## config.mk

```make
export PLATFORM = sky130hd
export DESIGN_NAME = autoneg_ability_registers
export DESIGN_NICKNAME = d
export VERILOG_FILES = /design/src/inc/an_ability_pkg.sv /design/src/design/latch_high_flag.sv /design/src/design/autoneg_ability_registers.sv
export SDC_FILE = /design/constraint.sdc
export NUM_CORES = 1
export LEC_CHECK = 0
export ABC_AREA = 1
export BUFFER_PORTS_ARGS = -buffer_cell sky130_fd_sc_hd__buf_2
export CAP_MARGIN = 10
export CORE_MARGIN = 8
export CORE_UTILIZATION = 49
export DETAILED_ROUTE_END_ITERATION = 10
export PLACE_DENSITY = 0.85
export SKIP_CTS_REPAIR_TIMING = 1
export SLEW_MARGIN = 20
export SYNTH_ARGS = -nofsm -noshare
export SYNTH_HDL_FRONTEND = slang
export SYNTH_SLANG_ARGS = --single-unit
```

## constraint.sdc

```tcl
create_clock -name pclk -period 1.5 [get_ports pclk]
set_clock_uncertainty 0.05 [all_clocks]
set_input_delay 0.075 -clock pclk [delete_from_list [all_inputs] [get_ports pclk]]
set_output_delay 0.075 -clock pclk [all_outputs]
set_load 0.02 [all_outputs]
```

## src/inc/an_ability_pkg.sv

```systemverilog
// package: register map, fields and carriers of the negotiation ability registers
//
// Behaviour
// advert register at 4h, resets 0001h
// software restarts negotiation after early advert writes
// advert bit 15 read/write, more pages
// advert bit 13 fault flag; bit 14 reserved
// advert bits 11, 10 flow control, read/write
// advert bit 9 resets zero, unsupported
// advert bits 8..5 speeds, strap reset default one
// advert bits 4..0 selector, resets 00001
// partner register at 5h read-only, resets 0000h
// partner word may change after done with pages
// partner word mapped bitwise, bit 12 reserved
// expansion at 6h resets 0064h, bits 6,5 one
// expansion bit 4 parallel fault, latched, read clears
// expansion bit 3 partner pages capable, read-only
// expansion bit 2 reads one, local pages
// expansion bit 1 page received, read clears
// expansion bit 0 partner negotiation capable; 15..7 zero
// basic status bit 5 shows negotiation done
// reserved, read-only bits ignore writes, read zero
package an_ability_pkg;

	// ************************************************
	// register indices and byte addresses
	// ************************************************
	localparam logic [7:0]  IDX_BASIC      = 8'h01;
	localparam logic [7:0]  IDX_ADVERT     = 8'h04;
	localparam logic [7:0]  IDX_PARTNER    = 8'h05;
	localparam logic [7:0]  IDX_EXPAND     = 8'h06;
	localparam logic [7:0]  ADDR_BASIC     = IDX_BASIC << 2;
	localparam logic [7:0]  ADDR_ADVERT    = IDX_ADVERT << 2;
	localparam logic [7:0]  ADDR_PARTNER   = IDX_PARTNER << 2;
	localparam logic [7:0]  ADDR_EXPAND    = IDX_EXPAND << 2;
	localparam logic [7:0]  ADDR_IRQ_STAT  = 8'h40;
	localparam logic [7:0]  ADDR_IRQ_MASK  = 8'h44;
	localparam logic [7:0]  ADDR_CTRL      = 8'h48;

	// ************************************************
	// reset values and masks
	// ************************************************
	localparam logic [15:0] ADVERT_RST     = 16'h0001;
	localparam logic [15:0] PARTNER_RST    = 16'h0000;
	localparam logic [15:0] EXPAND_RST     = 16'h0064;
	localparam logic [15:0] ADVERT_WR_MASK = 16'hBDFF;
	localparam logic [15:0] PARTNER_MASK   = 16'hEFFF;
	localparam logic [3:0]  STRAP_DEFAULT  = 4'hF;
	localparam logic [4:0]  SEL_IEEE8023   = 5'h01;

	// ************************************************
	// field positions
	// ************************************************
	localparam int B_MORE_PAGES   = 15;
	localparam int B_ADV_RSVD     = 14;
	localparam int B_FAULT        = 13;
	localparam int B_ASYM         = 11;
	localparam int B_FLOW         = 10;
	localparam int B_T4           = 9;
	localparam int B_SPEED_LO     = 5;
	localparam int B_SEL_HI       = 4;
	localparam int E_LOC_VALID    = 6;
	localparam int E_STOR_SEL     = 5;
	localparam int E_PD_FAULT     = 4;
	localparam int E_PART_PAGES   = 3;
	localparam int E_LOCAL_PAGES  = 2;
	localparam int E_PAGE_RX      = 1;
	localparam int E_PART_NEG     = 0;
	localparam int S_DONE         = 5;
	localparam int C_RESTART      = 0;
	localparam int NUM_IRQ        = 4;
	localparam int IRQ_PD_FAULT   = 0;
	localparam int IRQ_PAGE_RX    = 1;
	localparam int IRQ_DONE       = 2;
	localparam int IRQ_WORD       = 3;

	// ************************************************
	// types
	// ************************************************
	typedef enum logic [0:0] {
		ST_STRAP = 1'b0,
		ST_RUN   = 1'b1
	} init_state_t;

	typedef struct packed {
		logic        word_valid;
		logic [15:0] word;
		logic        pages_capable;
		logic        neg_capable;
		logic        pd_fault;
		logic        page_rx;
	} partner_in_t;

	typedef struct packed {
		logic       valid;
		logic [3:0] ability;
	} strap_t;

endpackage

```

## src/design/latch_high_flag.sv

```systemverilog
// latched-high flag: hardware set wins over clear
`timescale 1ns/1ps
module latch_high_flag
(
	input  wire logic pclk,
	input  wire logic presetn,
	input  wire logic set,
	input  wire logic clr,
	output logic      q
);
	logic q_ff;

	// ************************************************
	// sticky bit
	// ************************************************
	always_ff @(posedge pclk or negedge presetn)
	begin
		if (!presetn)
			q_ff <= 1'b0;
		else if (set)
			q_ff <= 1'b1;
		else if (clr)
			q_ff <= 1'b0;
	end

	assign q = q_ff;

endmodule

```

## src/design/autoneg_ability_registers.sv

```systemverilog
// negotiation ability, partner ability and expansion registers with apb slave
`timescale 1ns/1ps
module autoneg_ability_registers
(
	input  wire logic                        pclk,
	input  wire logic                        presetn,
	input  wire logic [7:0]                  paddr,
	input  wire logic                        psel,
	input  wire logic                        penable,
	input  wire logic                        pwrite,
	input  wire logic [31:0]                 pwdata,
	output logic      [31:0]                 prdata,
	output logic                             pready,
	output logic                             pslverr,
	input  wire logic                        negotiation_done,
	input  wire an_ability_pkg::partner_in_t partner,
	input  wire an_ability_pkg::strap_t      strap,
	output logic      [15:0]                 advert_word,
	output logic                             an_restart,
	output logic                             irq
);
	import an_ability_pkg::*;

	init_state_t         init_ff;
	logic [15:0]         advert_ff;
	logic [15:0]         partner_ff;
	logic                part_pages_ff;
	logic                part_neg_ff;
	logic                done_prev_ff;
	logic [NUM_IRQ-1:0]  mask_ff;
	logic                irq_ff;
	logic                restart_ff;
	logic [31:0]         prdata_ff;
	logic [1:0]          rc_seen_ff;
	logic                pd_fault_q;
	logic                page_rx_q;
	logic [NUM_IRQ-1:0]  irq_stat;
	logic [NUM_IRQ-1:0]  irq_event;
	logic [31:0]         nxt_prdata;
	logic                addr_ok;
	logic                setup_rd;
	logic                acc;
	logic                acc_wr;
	logic                acc_rd;
	logic                wr_advert;
	logic                wr_irq_stat;
	logic                wr_irq_mask;
	logic                wr_ctrl;
	logic                rd_expand_clr;
	logic                load_ok;
	logic [15:0]         expand_word;
	logic [15:0]         basic_word;

	// ************************************************
	// apb phases and address decode
	// ************************************************
	assign setup_rd = psel & ~penable & ~pwrite;
	assign acc      = psel & penable;
	assign acc_wr   = acc & pwrite;
	assign acc_rd   = acc & ~pwrite;

	always_comb
	begin
		wr_advert     = 1'b0;
		wr_irq_stat   = 1'b0;
		wr_irq_mask   = 1'b0;
		wr_ctrl       = 1'b0;
		rd_expand_clr = 1'b0;
		if (paddr == ADDR_ADVERT)
			wr_advert = acc_wr;
		else if (paddr == ADDR_EXPAND)
			rd_expand_clr = acc_rd;
		else if (paddr == ADDR_IRQ_STAT)
			wr_irq_stat = acc_wr;
		else if (paddr == ADDR_IRQ_MASK)
			wr_irq_mask = acc_wr;
		else if (paddr == ADDR_CTRL)
			wr_ctrl = acc_wr;
	end

	// ************************************************
	// strap capture after reset release
	// ************************************************
	always_ff @(posedge pclk or negedge presetn)
	begin
		if (!presetn)
			init_ff <= ST_STRAP;
		else
			init_ff <= ST_RUN;
	end

	// ************************************************
	// local advertisement register
	// ************************************************
	always_ff @(posedge pclk or negedge presetn)
	begin
		if (!presetn)
			advert_ff <= ADVERT_RST;
		else
		begin
			case (init_ff)
				ST_STRAP:
				begin
					if (strap.valid)
						advert_ff[B_SPEED_LO +: 4] <= strap.ability;
					else
						advert_ff[B_SPEED_LO +: 4] <= STRAP_DEFAULT;
				end
				ST_RUN:
				begin
					// bits 15,13,12,11,10,8..0 writable; 14 and 9 stay zero
					if (wr_advert)
						advert_ff <= pwdata[15:0] & ADVERT_WR_MASK;
				end
				default:
					advert_ff <= advert_ff;
			endcase
		end
	end

	assign advert_word = advert_ff;

	// ************************************************
	// link partner ability register
	// ************************************************
	// after done the word only moves while more pages are in play
	assign load_ok = partner.word_valid & (~negotiation_done | advert_ff[B_MORE_PAGES]);

	always_ff @(posedge pclk or negedge presetn)
	begin
		if (!presetn)
			partner_ff <= PARTNER_RST;
		else if (load_ok)
			partner_ff <= partner.word & PARTNER_MASK;
	end

	// ************************************************
	// expansion status
	// ************************************************
	always_ff @(posedge pclk or negedge presetn)
	begin
		if (!presetn)
		begin
			part_pages_ff <= 1'b0;
			part_neg_ff   <= 1'b0;
		end
		else
		begin
			part_pages_ff <= partner.pages_capable;
			part_neg_ff   <= partner.neg_capable;
		end
	end

	// only bits shown by the read are cleared, so a late event survives
	latch_high_flag u_pd_fault
	(
		.pclk    (pclk),
		.presetn (presetn),
		.set     (partner.pd_fault),
		.clr     (rd_expand_clr & rc_seen_ff[1]),
		.q       (pd_fault_q)
	);

	latch_high_flag u_page_rx
	(
		.pclk    (pclk),
		.presetn (presetn),
		.set     (partner.page_rx),
		.clr     (rd_expand_clr & rc_seen_ff[0]),
		.q       (page_rx_q)
	);

	always_comb
	begin
		expand_word                = EXPAND_RST;
		expand_word[E_PD_FAULT]    = pd_fault_q;
		expand_word[E_PART_PAGES]  = part_pages_ff;
		expand_word[E_PAGE_RX]     = page_rx_q;
		expand_word[E_PART_NEG]    = part_neg_ff;
	end

	always_comb
	begin
		basic_word         = 16'h0000;
		basic_word[S_DONE] = negotiation_done;
	end

	// ************************************************
	// interrupt status, mask and output
	// ************************************************
	always_ff @(posedge pclk or negedge presetn)
	begin
		if (!presetn)
			done_prev_ff <= 1'b0;
		else
			done_prev_ff <= negotiation_done;
	end

	always_comb
	begin
		irq_event               = '0;
		irq_event[IRQ_PD_FAULT] = partner.pd_fault;
		irq_event[IRQ_PAGE_RX]  = partner.page_rx;
		irq_event[IRQ_DONE]     = negotiation_done & ~done_prev_ff;
		irq_event[IRQ_WORD]     = load_ok;
	end

	genvar gi;
	generate
		for (gi = 0; gi < NUM_IRQ; gi = gi + 1)
		begin : g_irq
			latch_high_flag u_flag
			(
				.pclk    (pclk),
				.presetn (presetn),
				.set     (irq_event[gi]),
				.clr     (wr_irq_stat & pwdata[gi]),
				.q       (irq_stat[gi])
			);
		end
	endgenerate

	always_ff @(posedge pclk or negedge presetn)
	begin
		if (!presetn)
			mask_ff <= '0;
		else if (wr_irq_mask)
			mask_ff <= pwdata[NUM_IRQ-1:0];
	end

	always_ff @(posedge pclk or negedge presetn)
	begin
		if (!presetn)
			irq_ff <= 1'b0;
		else
			irq_ff <= |(irq_stat & mask_ff);
	end

	assign irq = irq_ff;

	// ************************************************
	// restart request pulse
	// ************************************************
	always_ff @(posedge pclk or negedge presetn)
	begin
		if (!presetn)
			restart_ff <= 1'b0;
		else
			restart_ff <= wr_ctrl & pwdata[C_RESTART];
	end

	assign an_restart = restart_ff;

	// ************************************************
	// read mux and read data register
	// ************************************************
	always_comb
	begin
		nxt_prdata = 32'h0000_0000;
		addr_ok    = 1'b1;
		if (paddr == ADDR_BASIC)
			nxt_prdata[15:0] = basic_word;
		else if (paddr == ADDR_ADVERT)
			nxt_prdata[15:0] = advert_ff;
		else if (paddr == ADDR_PARTNER)
			nxt_prdata[15:0] = partner_ff;
		else if (paddr == ADDR_EXPAND)
			nxt_prdata[15:0] = expand_word;
		else if (paddr == ADDR_IRQ_STAT)
			nxt_prdata[NUM_IRQ-1:0] = irq_stat;
		else if (paddr == ADDR_IRQ_MASK)
			nxt_prdata[NUM_IRQ-1:0] = mask_ff;
		else if (paddr == ADDR_CTRL)
			nxt_prdata = 32'h0000_0000;
		else
			addr_ok = 1'b0;
	end

	always_ff @(posedge pclk or negedge presetn)
	begin
		if (!presetn)
			prdata_ff <= 32'h0000_0000;
		else if (setup_rd)
			prdata_ff <= nxt_prdata;
	end

	always_ff @(posedge pclk or negedge presetn)
	begin
		if (!presetn)
			rc_seen_ff <= 2'b00;
		else if (setup_rd)
			rc_seen_ff <= {pd_fault_q, page_rx_q};
	end

	assign prdata  = prdata_ff;
	assign pready  = 1'b1;
	assign pslverr = acc & ~addr_ok;
endmodule

```

# Word-level counts from Yosys, hierarchy flattened
# Index checks and enable logic that the tools add are counted.
dict set report totals {
  reg_bits 63
  latchBits 0
  ramBits 0
  rom_bits 0
  inputBits 72
  out_inout_bits 52
  wordCells 100
  mem_count 0
}
dict set report op_classes {
  addsub 0
  mul 0
  div 0
  magnitude_cmp 0
  n_eq_ne 8
  shifts 0
  n_mux 43
  n_bitwise 23
  reduce_logical 8
}
# op n
set ops {}
lappend ops {{2-to-1 mux 16 bit} 3}
lappend ops {{2-to-1 mux 1 bit} 34}
lappend ops {{== test 8 x 5 -> 1 bit, second input constant} 3}
lappend ops {{== test 8 x 7 -> 1 bit, second input constant} 3}
lappend ops {{bitwise AND 1 bit} 15}
lappend ops {{2-to-1 mux 4 bit} 3}
lappend ops {{nonzero test 2 bit} 6}
lappend ops {{2-to-1 mux 9 bit} 1}
lappend ops {{== test 8 x 3 -> 1 bit, second input constant} 1}
lappend ops {{one-hot mux 4 bit (2 select lines)} 1}
lappend ops {{2-to-1 mux 7 bit} 1}
lappend ops {{NOT 1 bit} 6}
lappend ops {{bitwise AND 4 bit} 1}
lappend ops {{OR reduction 4 bit} 1}
lappend ops {{inequality test 2 x 1 -> 1 bit, second input constant} 1}
lappend ops {{AND reduction 2 bit} 1}
lappend ops {{bitwise OR 1 bit} 1}

# Logic depth before layout (Yosys ltp)
# Gate-level depths: netlist of the first run.
dict set report depth {
  word_depth 10
  depth_mapped 9
  depth_no_buf 9
}

# Cells and area by module
# From an unflattened synthesis of the first run, not the netlist that was laid out.
dict set report unflattened {
  cells_unflattened 404
  hier_area_um2 3081.7
}
# module n_inst cells_each area_per_inst_um2 seq_area_each_um2
set by_module_without_submodules {}
lappend by_module_without_submodules {autoneg_ability_registers 1 374 2841.5 1427.6}
lappend by_module_without_submodules {latch_high_flag 6 5 40.0 25.0}

# Least setup slack after synthesis of the first run
# OpenSTA, ideal clock, no wires.
dict set report synth_timing {
  path_kind {flip-flop to flip-flop}
  start {reg advert_ff[15], in the netlist advert_word[15]}
  end {reg partner_ff[10]}
  setup_ns 0.125
  arrival_time_ns 1.306
  required_time_ns 1.325
  path_slack_ns 0.019
  stages_incl_launch_ff 4
  path_buffers 1
  synth_period_minus_slack_ns 1.481
  cell_sequence {dfrtp_1 > o21ai_2 > buf_4 > mux2_2}
}
dict set report synth_between {
  elab_chain_cells 2
}
# item line
set synth_lines {}
lappend synth_lines {{from (decl)} autoneg_ability_registers.sv:25} ;# logic [15:0] advert_ff;
lappend synth_lines {{from (signal, indexed assignment)} autoneg_ability_registers.sv:105} ;# advert_ff[B_SPEED_LO +: 4] <= strap.ability;
lappend synth_lines {{from (signal assigned)} autoneg_ability_registers.sv:113} ;# advert_ff <= pwdata[15:0] & ADVERT_WR_MASK;
lappend synth_lines {{from (signal assigned)} autoneg_ability_registers.sv:116} ;# advert_ff <= advert_ff;
lappend synth_lines {{bitwise OR 1 bit} autoneg_ability_registers.sv:127} ;# assign load_ok = partner.word_valid & (~negotiation_done | advert_ff[B_MORE_PAGES]);
lappend synth_lines {{bitwise AND 1 bit} autoneg_ability_registers.sv:127}
lappend synth_lines {{to (signal assigned)} autoneg_ability_registers.sv:134} ;# partner_ff <= partner.word & PARTNER_MASK;
lappend synth_lines {{to (decl)} autoneg_ability_registers.sv:26} ;# logic [15:0] partner_ff;
# Every way passes these cells.
# A chain may end at the register's enable or synchronous reset.

# Worst setup path in the final report of the first run
dict set report layout_timing {
  start {in pwrite}
  end {reg advert_ff[12], in the netlist advert_word[12]}
}
dict set report layout_between {
  elab_chain_cells 3
}
# item line
set layout_lines {}
lappend layout_lines {{from (decl)} autoneg_ability_registers.sv:10} ;# input wire logic pwrite,
lappend layout_lines {{bitwise AND 1 bit} autoneg_ability_registers.sv:59} ;# assign acc_wr = acc & pwrite;
lappend layout_lines {{2-to-1 mux 1 bit} autoneg_ability_registers.sv:69} ;# if (paddr == ADDR_ADVERT)
lappend layout_lines {{AND reduction 2 bit (no source line)} -}
# Every way passes these cells.

==> qor.yml, run 1 <==
global_route:
  antenna_found_initial: 0
  track_usage: 0.1869
  grt_pass1_vias: 2781
  overflow: 0
  grt_pass1_wl_um: 13170
  grt_max_degree: 26
power_and_ir_drop:
  clockPowerShare: 0.384
  leakagePower_nw: 2.148
  power_mw: 3.735
  power_frac_comb: 0.130
  p_per_area_mw_per_mm2: 892.5
  internal-power_mw: 2.752
  power.switching_uw: 983.5
  seqPwrFrac: 0.487
  vdd_ir_drop_max_v: 0.0006600
  netSwitchingFraction: 0.2633
critical_path:
  crit_arrival_ns: 1.64
  r2r_slack_ns: 0.20
  start_kind: "primary input"
  crit_type: "in2reg"
  worst-path-buf-inv: 4
  path_delay_family: "buffers and inverters"
  crit_chain: "buf_2 -> dlygate4sd3_1 -> inv_1 -> nor2_2 -> nand2_4 -> nor2_8 -> buf_12 -> nand2_1 -> o21ai_2"
  critPathRequiredTime_ns: 1.72
  endpoint_kind: "register"
  cp_slowest_stage_delay_ns: 0.56
  cpMaxStageDelayCell: "dlygate4sd3_1"
  cp_max_fo: 14
finish:
  design_area_mm2: 0.004185
  fin_cells: 557
  area_growth_pct: 34.50
  final_util: 0.6706
  antenna_cells: 0
  final_nets: 547
  drive_above_1_share: 0.3333
sta:
  setup_tns_ns: 0
  slew_violations: 0
  final-setup-viol-count: 0
  hold_ws_ns: -0.02694
  final.min_clock_period_ns: 1.423
  finalHoldViolations: 3
  fmax_mhz: 702.8
  finalWorstSetupSlack_ns: 0.07705
  timing.final.crit_share: 0.9486
run_status:
  violations: "hold timing"
  status: "complete, but fails checks"
route:
  dr.first_iter.drc_count: 170
  wl_met1_um: 3553
  route.detailed.drc: 0
  dr.pass1.iters: 5
  routedWlPerCell_um: 16.03
  met2_length_um: 4345
  wl_met3_um: 838
  num_vias: 2843
  antenna_left: 0
  wl_um: 8930
  top_layer: "met4"
  vias_per_cell: 5.104
placement:
  placed_area_mm2: 0.003613
  dp_cells: 503
  place_ws_ns: 0.1023
  portBuffers: 85
  gp_congestion: 0.8625
  hpwl_um: 6375
clock_tree:
  clk_path_buf_depth: 2
  clock_latency_ns: 0.34
  cts-buffers-inserted: 9
  clock_sinks: 63
  clkTransAtPathRegs_ns: 0.07
  root_buffer: "clkbuf_8"
  htreeDepth: 3
  cts_tree: "done"
yosys:
  synth.most_common_cell: "nand2_1"
  syn_area_mm2: 0.003112
  yosysTopAreaCell: "dfrtp_1"
  synthArstFlopShare: 1.000
  synth_area_leaders: "dfrtp_1, nand2_1, mux2_2"
  synth_area_per_cell_um2: 9.206
  ys_seq_elements: 63
  netlist_instances: 338
  synth-edff-count: 0
  ys.flop_type: "dfrtp_1"
  synth_top_cell_area_share: 0.4986
  yosysWarningCount: 0
  synth_common_cells: "nand2_1, dfrtp_1, inv_1"
  ys_types: 34
  yosysSeqAreaShare: 0.5070
die:
  coreArea_mm2: 0.006241
  io_pins: 124
  initial_core_util: 0.4986
  die_h_um: 95.69
  fp-row-count: 29
  die_w_um: 95.69
  dieArea_mm2: 0.009157
worst_hold_path:
  hold_path_class: "in2reg"
job:
  cap_viol_max_count: 0
==> metal layers <==
| metal | up-vias | GRT usage |
|---|---|---|
| met3 | 15 | 0.06942 |
| li1 | 1341 | - |
| met4 | 0 | 0.07554 |
| met5 | - | 0 |
| met1 | 1363 | 0.2256 |
| met2 | 124 | 0.2966 |
==> cell usage in the layout (no fill, tap or decap), types with 2 or more instances in the layout <==
cell and n:
o21ai_2 9, dfrtp_1 62, a21oi_1 5, nor2_1 11, o211ai_1 9, nor3_1 3, nand2_2 5, nand3_2 5
inv_1 32, dlygate4sd3_1 38, nor4_1 2, nand3_1 19, nor2_2 8, buf_4 8, inv_2 2, mux2_2 15
o21ai_0 22, or2_0 2, nand4_1 4, nand2_1 83, clkbuf_8 9, clkinv_2 3, buf_12 3, conb_1 20
o21a_1 2, buf_2 85
==> worst reg2reg max path, delay by kind of cell (launching register included) <==
kind / cells / cell delay, ns
flip-flops: 1 / 0.42
multiplexers: 1 / 0.35
AO/OA/AOI/OAI: 1 / 0.16
buffers and inverters: 1 / 0.20
==> area by class of cell <==
class,count,area (um^2)
inverters,35,133.9
fillers,506,2056
well taps,77,96.34
multi-input cells,232,1262
clock buffers,10,127.6
clock inverters,6,61.31
repair buffers,134,925.9
flip-flops and latches,63,1578
==> registers in the layout (all words and copies together), names as in the netlist, 2 cells and up <==
name,cells
prdata,16
g_irq.u_flag.q,4
partner_ff,15
advert_word,14
mask_ff,4
rc_seen_ff,2
==> kinds of logic after synthesis <==
logic type	Yosys count	share of synthesized area
simple gates	146	0.2224
flops	63	0.5070
buf+inv	61	0.1098
compound gates	51	0.1041
mux	15	0.05428
other cells	2	0.002413
==> power by group through the flow <==
stage	Combinational, mW	Clock [mW]	Sequential [mW]
after floorplan	0.229	0	1.86
after global placement	0.393	0	1.84
after detailed placement	0.401	0	1.85
after CTS	0.403	1.44	1.82
after global routing	0.530	1.52	1.83
final	0.484	1.43	1.82
==> final timing paths <==
| path | from | end | cells after the start |
|---|---|---|---|
| setup / recovery | pwrite | advert_word[12] | 9 |
| min in group asynchronous | presetn | init_ff | 2 |
| hold reg to reg | done_prev_ff | g_irq[2].u_flag.q | 1 |
| hold / removal | strap[1] | advert_word[6] | 3 |
| setup reg to reg | advert_word[15] | partner_ff[15] | 3 |
| max in group asynchronous | presetn | advert_word[0] | 3 |
(Power assumes the default switching activity.)
==> run 2, diff against run 1 <==
--- a/config.mk
+++ b/config.mk
@@ -12,6 +12,7 @@
 export CORE_UTILIZATION = 49
 export DETAILED_ROUTE_END_ITERATION = 10
 export PLACE_DENSITY = 0.85
+export REMOVE_ABC_BUFFERS = 1
 export SKIP_CTS_REPAIR_TIMING = 1
 export SLEW_MARGIN = 20
 export SYNTH_ARGS = -nofsm -noshare
==> run 2 against run 1 <==
The run still ends with hold timing left; sequential share of layout area grew 0.14 points; register-to-register slack got worse by 0.05 ns; final area shrank 0.36%; clock power is 13% higher; largest power group unchanged.
==> qor.yml, run 2 (synthesis gave the netlist of run 1 again) <==
worst_hold_path:
  holdPathEnd: "advert_word[8]"
  hold_path_class: "in2reg"
  whs_path_depth: 3
  hold_start: "strap[3]"
sta:
  slew_headroom: 0.6584
  worstMarginPinSlew_ns: 0.5124
  finalHoldViolations: 3
  fmax_mhz: 687.5
  hold_ws_ns: -0.02871
  final.min_clock_period_ns: 1.455
  final-setup-viol-count: 0
  setup_tns_ns: 0
  slew_violations: 0
  timing.final.crit_share: 0.9697
  finalWorstSetupSlack_ns: 0.04538
clock_tree:
  root_buffer: "clkbuf_8"
  clock_sinks: 63
  clkTransAtPathRegs_ns: 0.06
  cts-buffers-inserted: 9
  htreeDepth: 3
  cts_tree: "done"
  clock_latency_ns: 0.34
  clk_path_buf_depth: 2
placement:
  placed_area_mm2: 0.003588
  portBuffers: 85
  place_ws_ns: 0.09358
  hpwl_um: 6351
  gp_congestion: 0.8846
finish:
  drive_above_1_share: 0.3305
  nFillCells: 494
  final_nets: 546
  layout_common_cells: "buf_2, nand2_1, dfrtp_1"
  multi_input_area_mm2: 0.001260
  largest_reg_flops: 16
  regArea_mm2: 0.001578
  design_area_mm2: 0.004170
  antenna_cells: 0
  area_growth_pct: 34.02
  mostFrequentLayoutCell: "buf_2"
critical_path:
  crit_type: "in2out"
  start_kind: "primary input"
  reg2reg_to: "partner_ff[0]"
  cpMostUsedCell: "buf_2"
  critPathRequiredTime_ns: 1.37
  worst-path-buf-inv: 4
  endpoint_kind: "primary output"
  reg2reg_depth: 3
  crit_arrival_ns: 1.33
  r2r_slack_ns: 0.15
  cp_max_fo: 5
  cpMaxStageDelayCell: "nor2_1"
  path_delay_family: "simple AND/OR/NAND/NOR gates"
  crit_chain: "buf_2 -> inv_1 -> nand3_2 -> nor2_4 -> buf_4 -> nor2_1 -> nand3_1 -> nor3_1 -> buf_2"
  cp_slowest_stage_delay_ns: 0.23
  r2r-start: "advert_word[15]"
route:
  wl_um: 9174
  routedWlPerCell_um: 16.53
  antenna_left: 0
  dr.pass1.iters: 4
  dr.first_iter.drc_count: 166
  vias_per_cell: 5.157
  route.detailed.drc: 0
  num_vias: 2862
run_status:
  status: "complete, but fails checks"
  violations: "hold timing"
global_route:
  grt_pass1_wl_um: 13140
  grt_pass1_vias: 2699
  grt_max_degree: 41
  overflow: 0
  track_usage: 0.1880
  antenna_found_initial: 0
power_and_ir_drop:
  seqPwrFrac: 0.465
  netSwitchingFraction: 0.2460
  p_per_area_mw_per_mm2: 938.2
  internal-power_mw: 2.950
  power.switching_uw: 962.7
  clockPowerShare: 0.412
  vdd_ir_drop_max_v: 0.0006168
  power_mw: 3.913
  leakagePower_nw: 2.147
  power_frac_comb: 0.122
die:
  dieArea_mm2: 0.009157
  die_w_um: 95.69
  io_pins: 124
  fp-row-count: 29
  coreArea_mm2: 0.006241
  initial_core_util: 0.4986
  die_h_um: 95.69
job:
  cap_viol_max_count: 0
run 2: cell count changes in the layout (fill, tap and decap cells not counted), sizes merged:
cell         delta
bufinv          +1
clkbuf          +1
clkinv          -2
dlygate4sd3     -1
clkinvlp        -1
run 2: power by group through the flow:
stage / clock (mW) / combinational, mW / sequential [mW]
2_1_floorplan: 0 / 0.187 / 1.86
3_3_place_gp: 0 / 0.383 / 1.84
3_5_place_dp: 0 / 0.394 / 1.85
4_1_cts: 1.62 / 0.398 / 1.82
5_1_grt: 1.70 / 0.524 / 1.83
6_report: 1.61 / 0.479 / 1.82
run 2: per-stage QoR:
stage | std cells | utilization
3_3_place_gp | 503 | 0.5750
3_5_place_dp | 503 | 0.5750
4_1_cts | 518 | 0.6089
6_report | 555 | 0.6682
5_1_grt | 555 | 0.6682
2_1_floorplan | 330 | -
run 2: cell type report:
class	instances	share of cell area
multi-input cells	232	0.3021
flip-flops and latches	63	0.3783
repair buffers	133	0.2136
clock inverters	4	0.01680
inverters	35	0.03210
clock buffers	11	0.03390
well taps	77	0.02310
run 2: how the worst max path moves through the flow:
stage / cells after the start / from / to
floorplan: 2 / advert_word[15] / partner_ff[0]
global placement: 9 / paddr[5] / pslverr
detailed placement: 9 / paddr[7] / advert_word[15]
CTS: 9 / paddr[5] / pslverr
global route: 8 / pwrite / g_irq[2].u_flag.q
finish: 9 / paddr[5] / pslverr
run 2: worst reg2reg max path, stage by stage, from the launching register on:
cell and delay, ns:
dfrtp_1 0.41, o21ai_2 0.16, buf_4 0.24, mux2_2 0.38
run 2: per-layer routing:
metal  global-route usage  up-vias  wire [um]
met4              0.08835        0        158
li1                     -     1332          -
met1               0.2306     1371       3508
met3              0.04680       16        971
met2               0.3051      143       4535
met5                    0        -          0
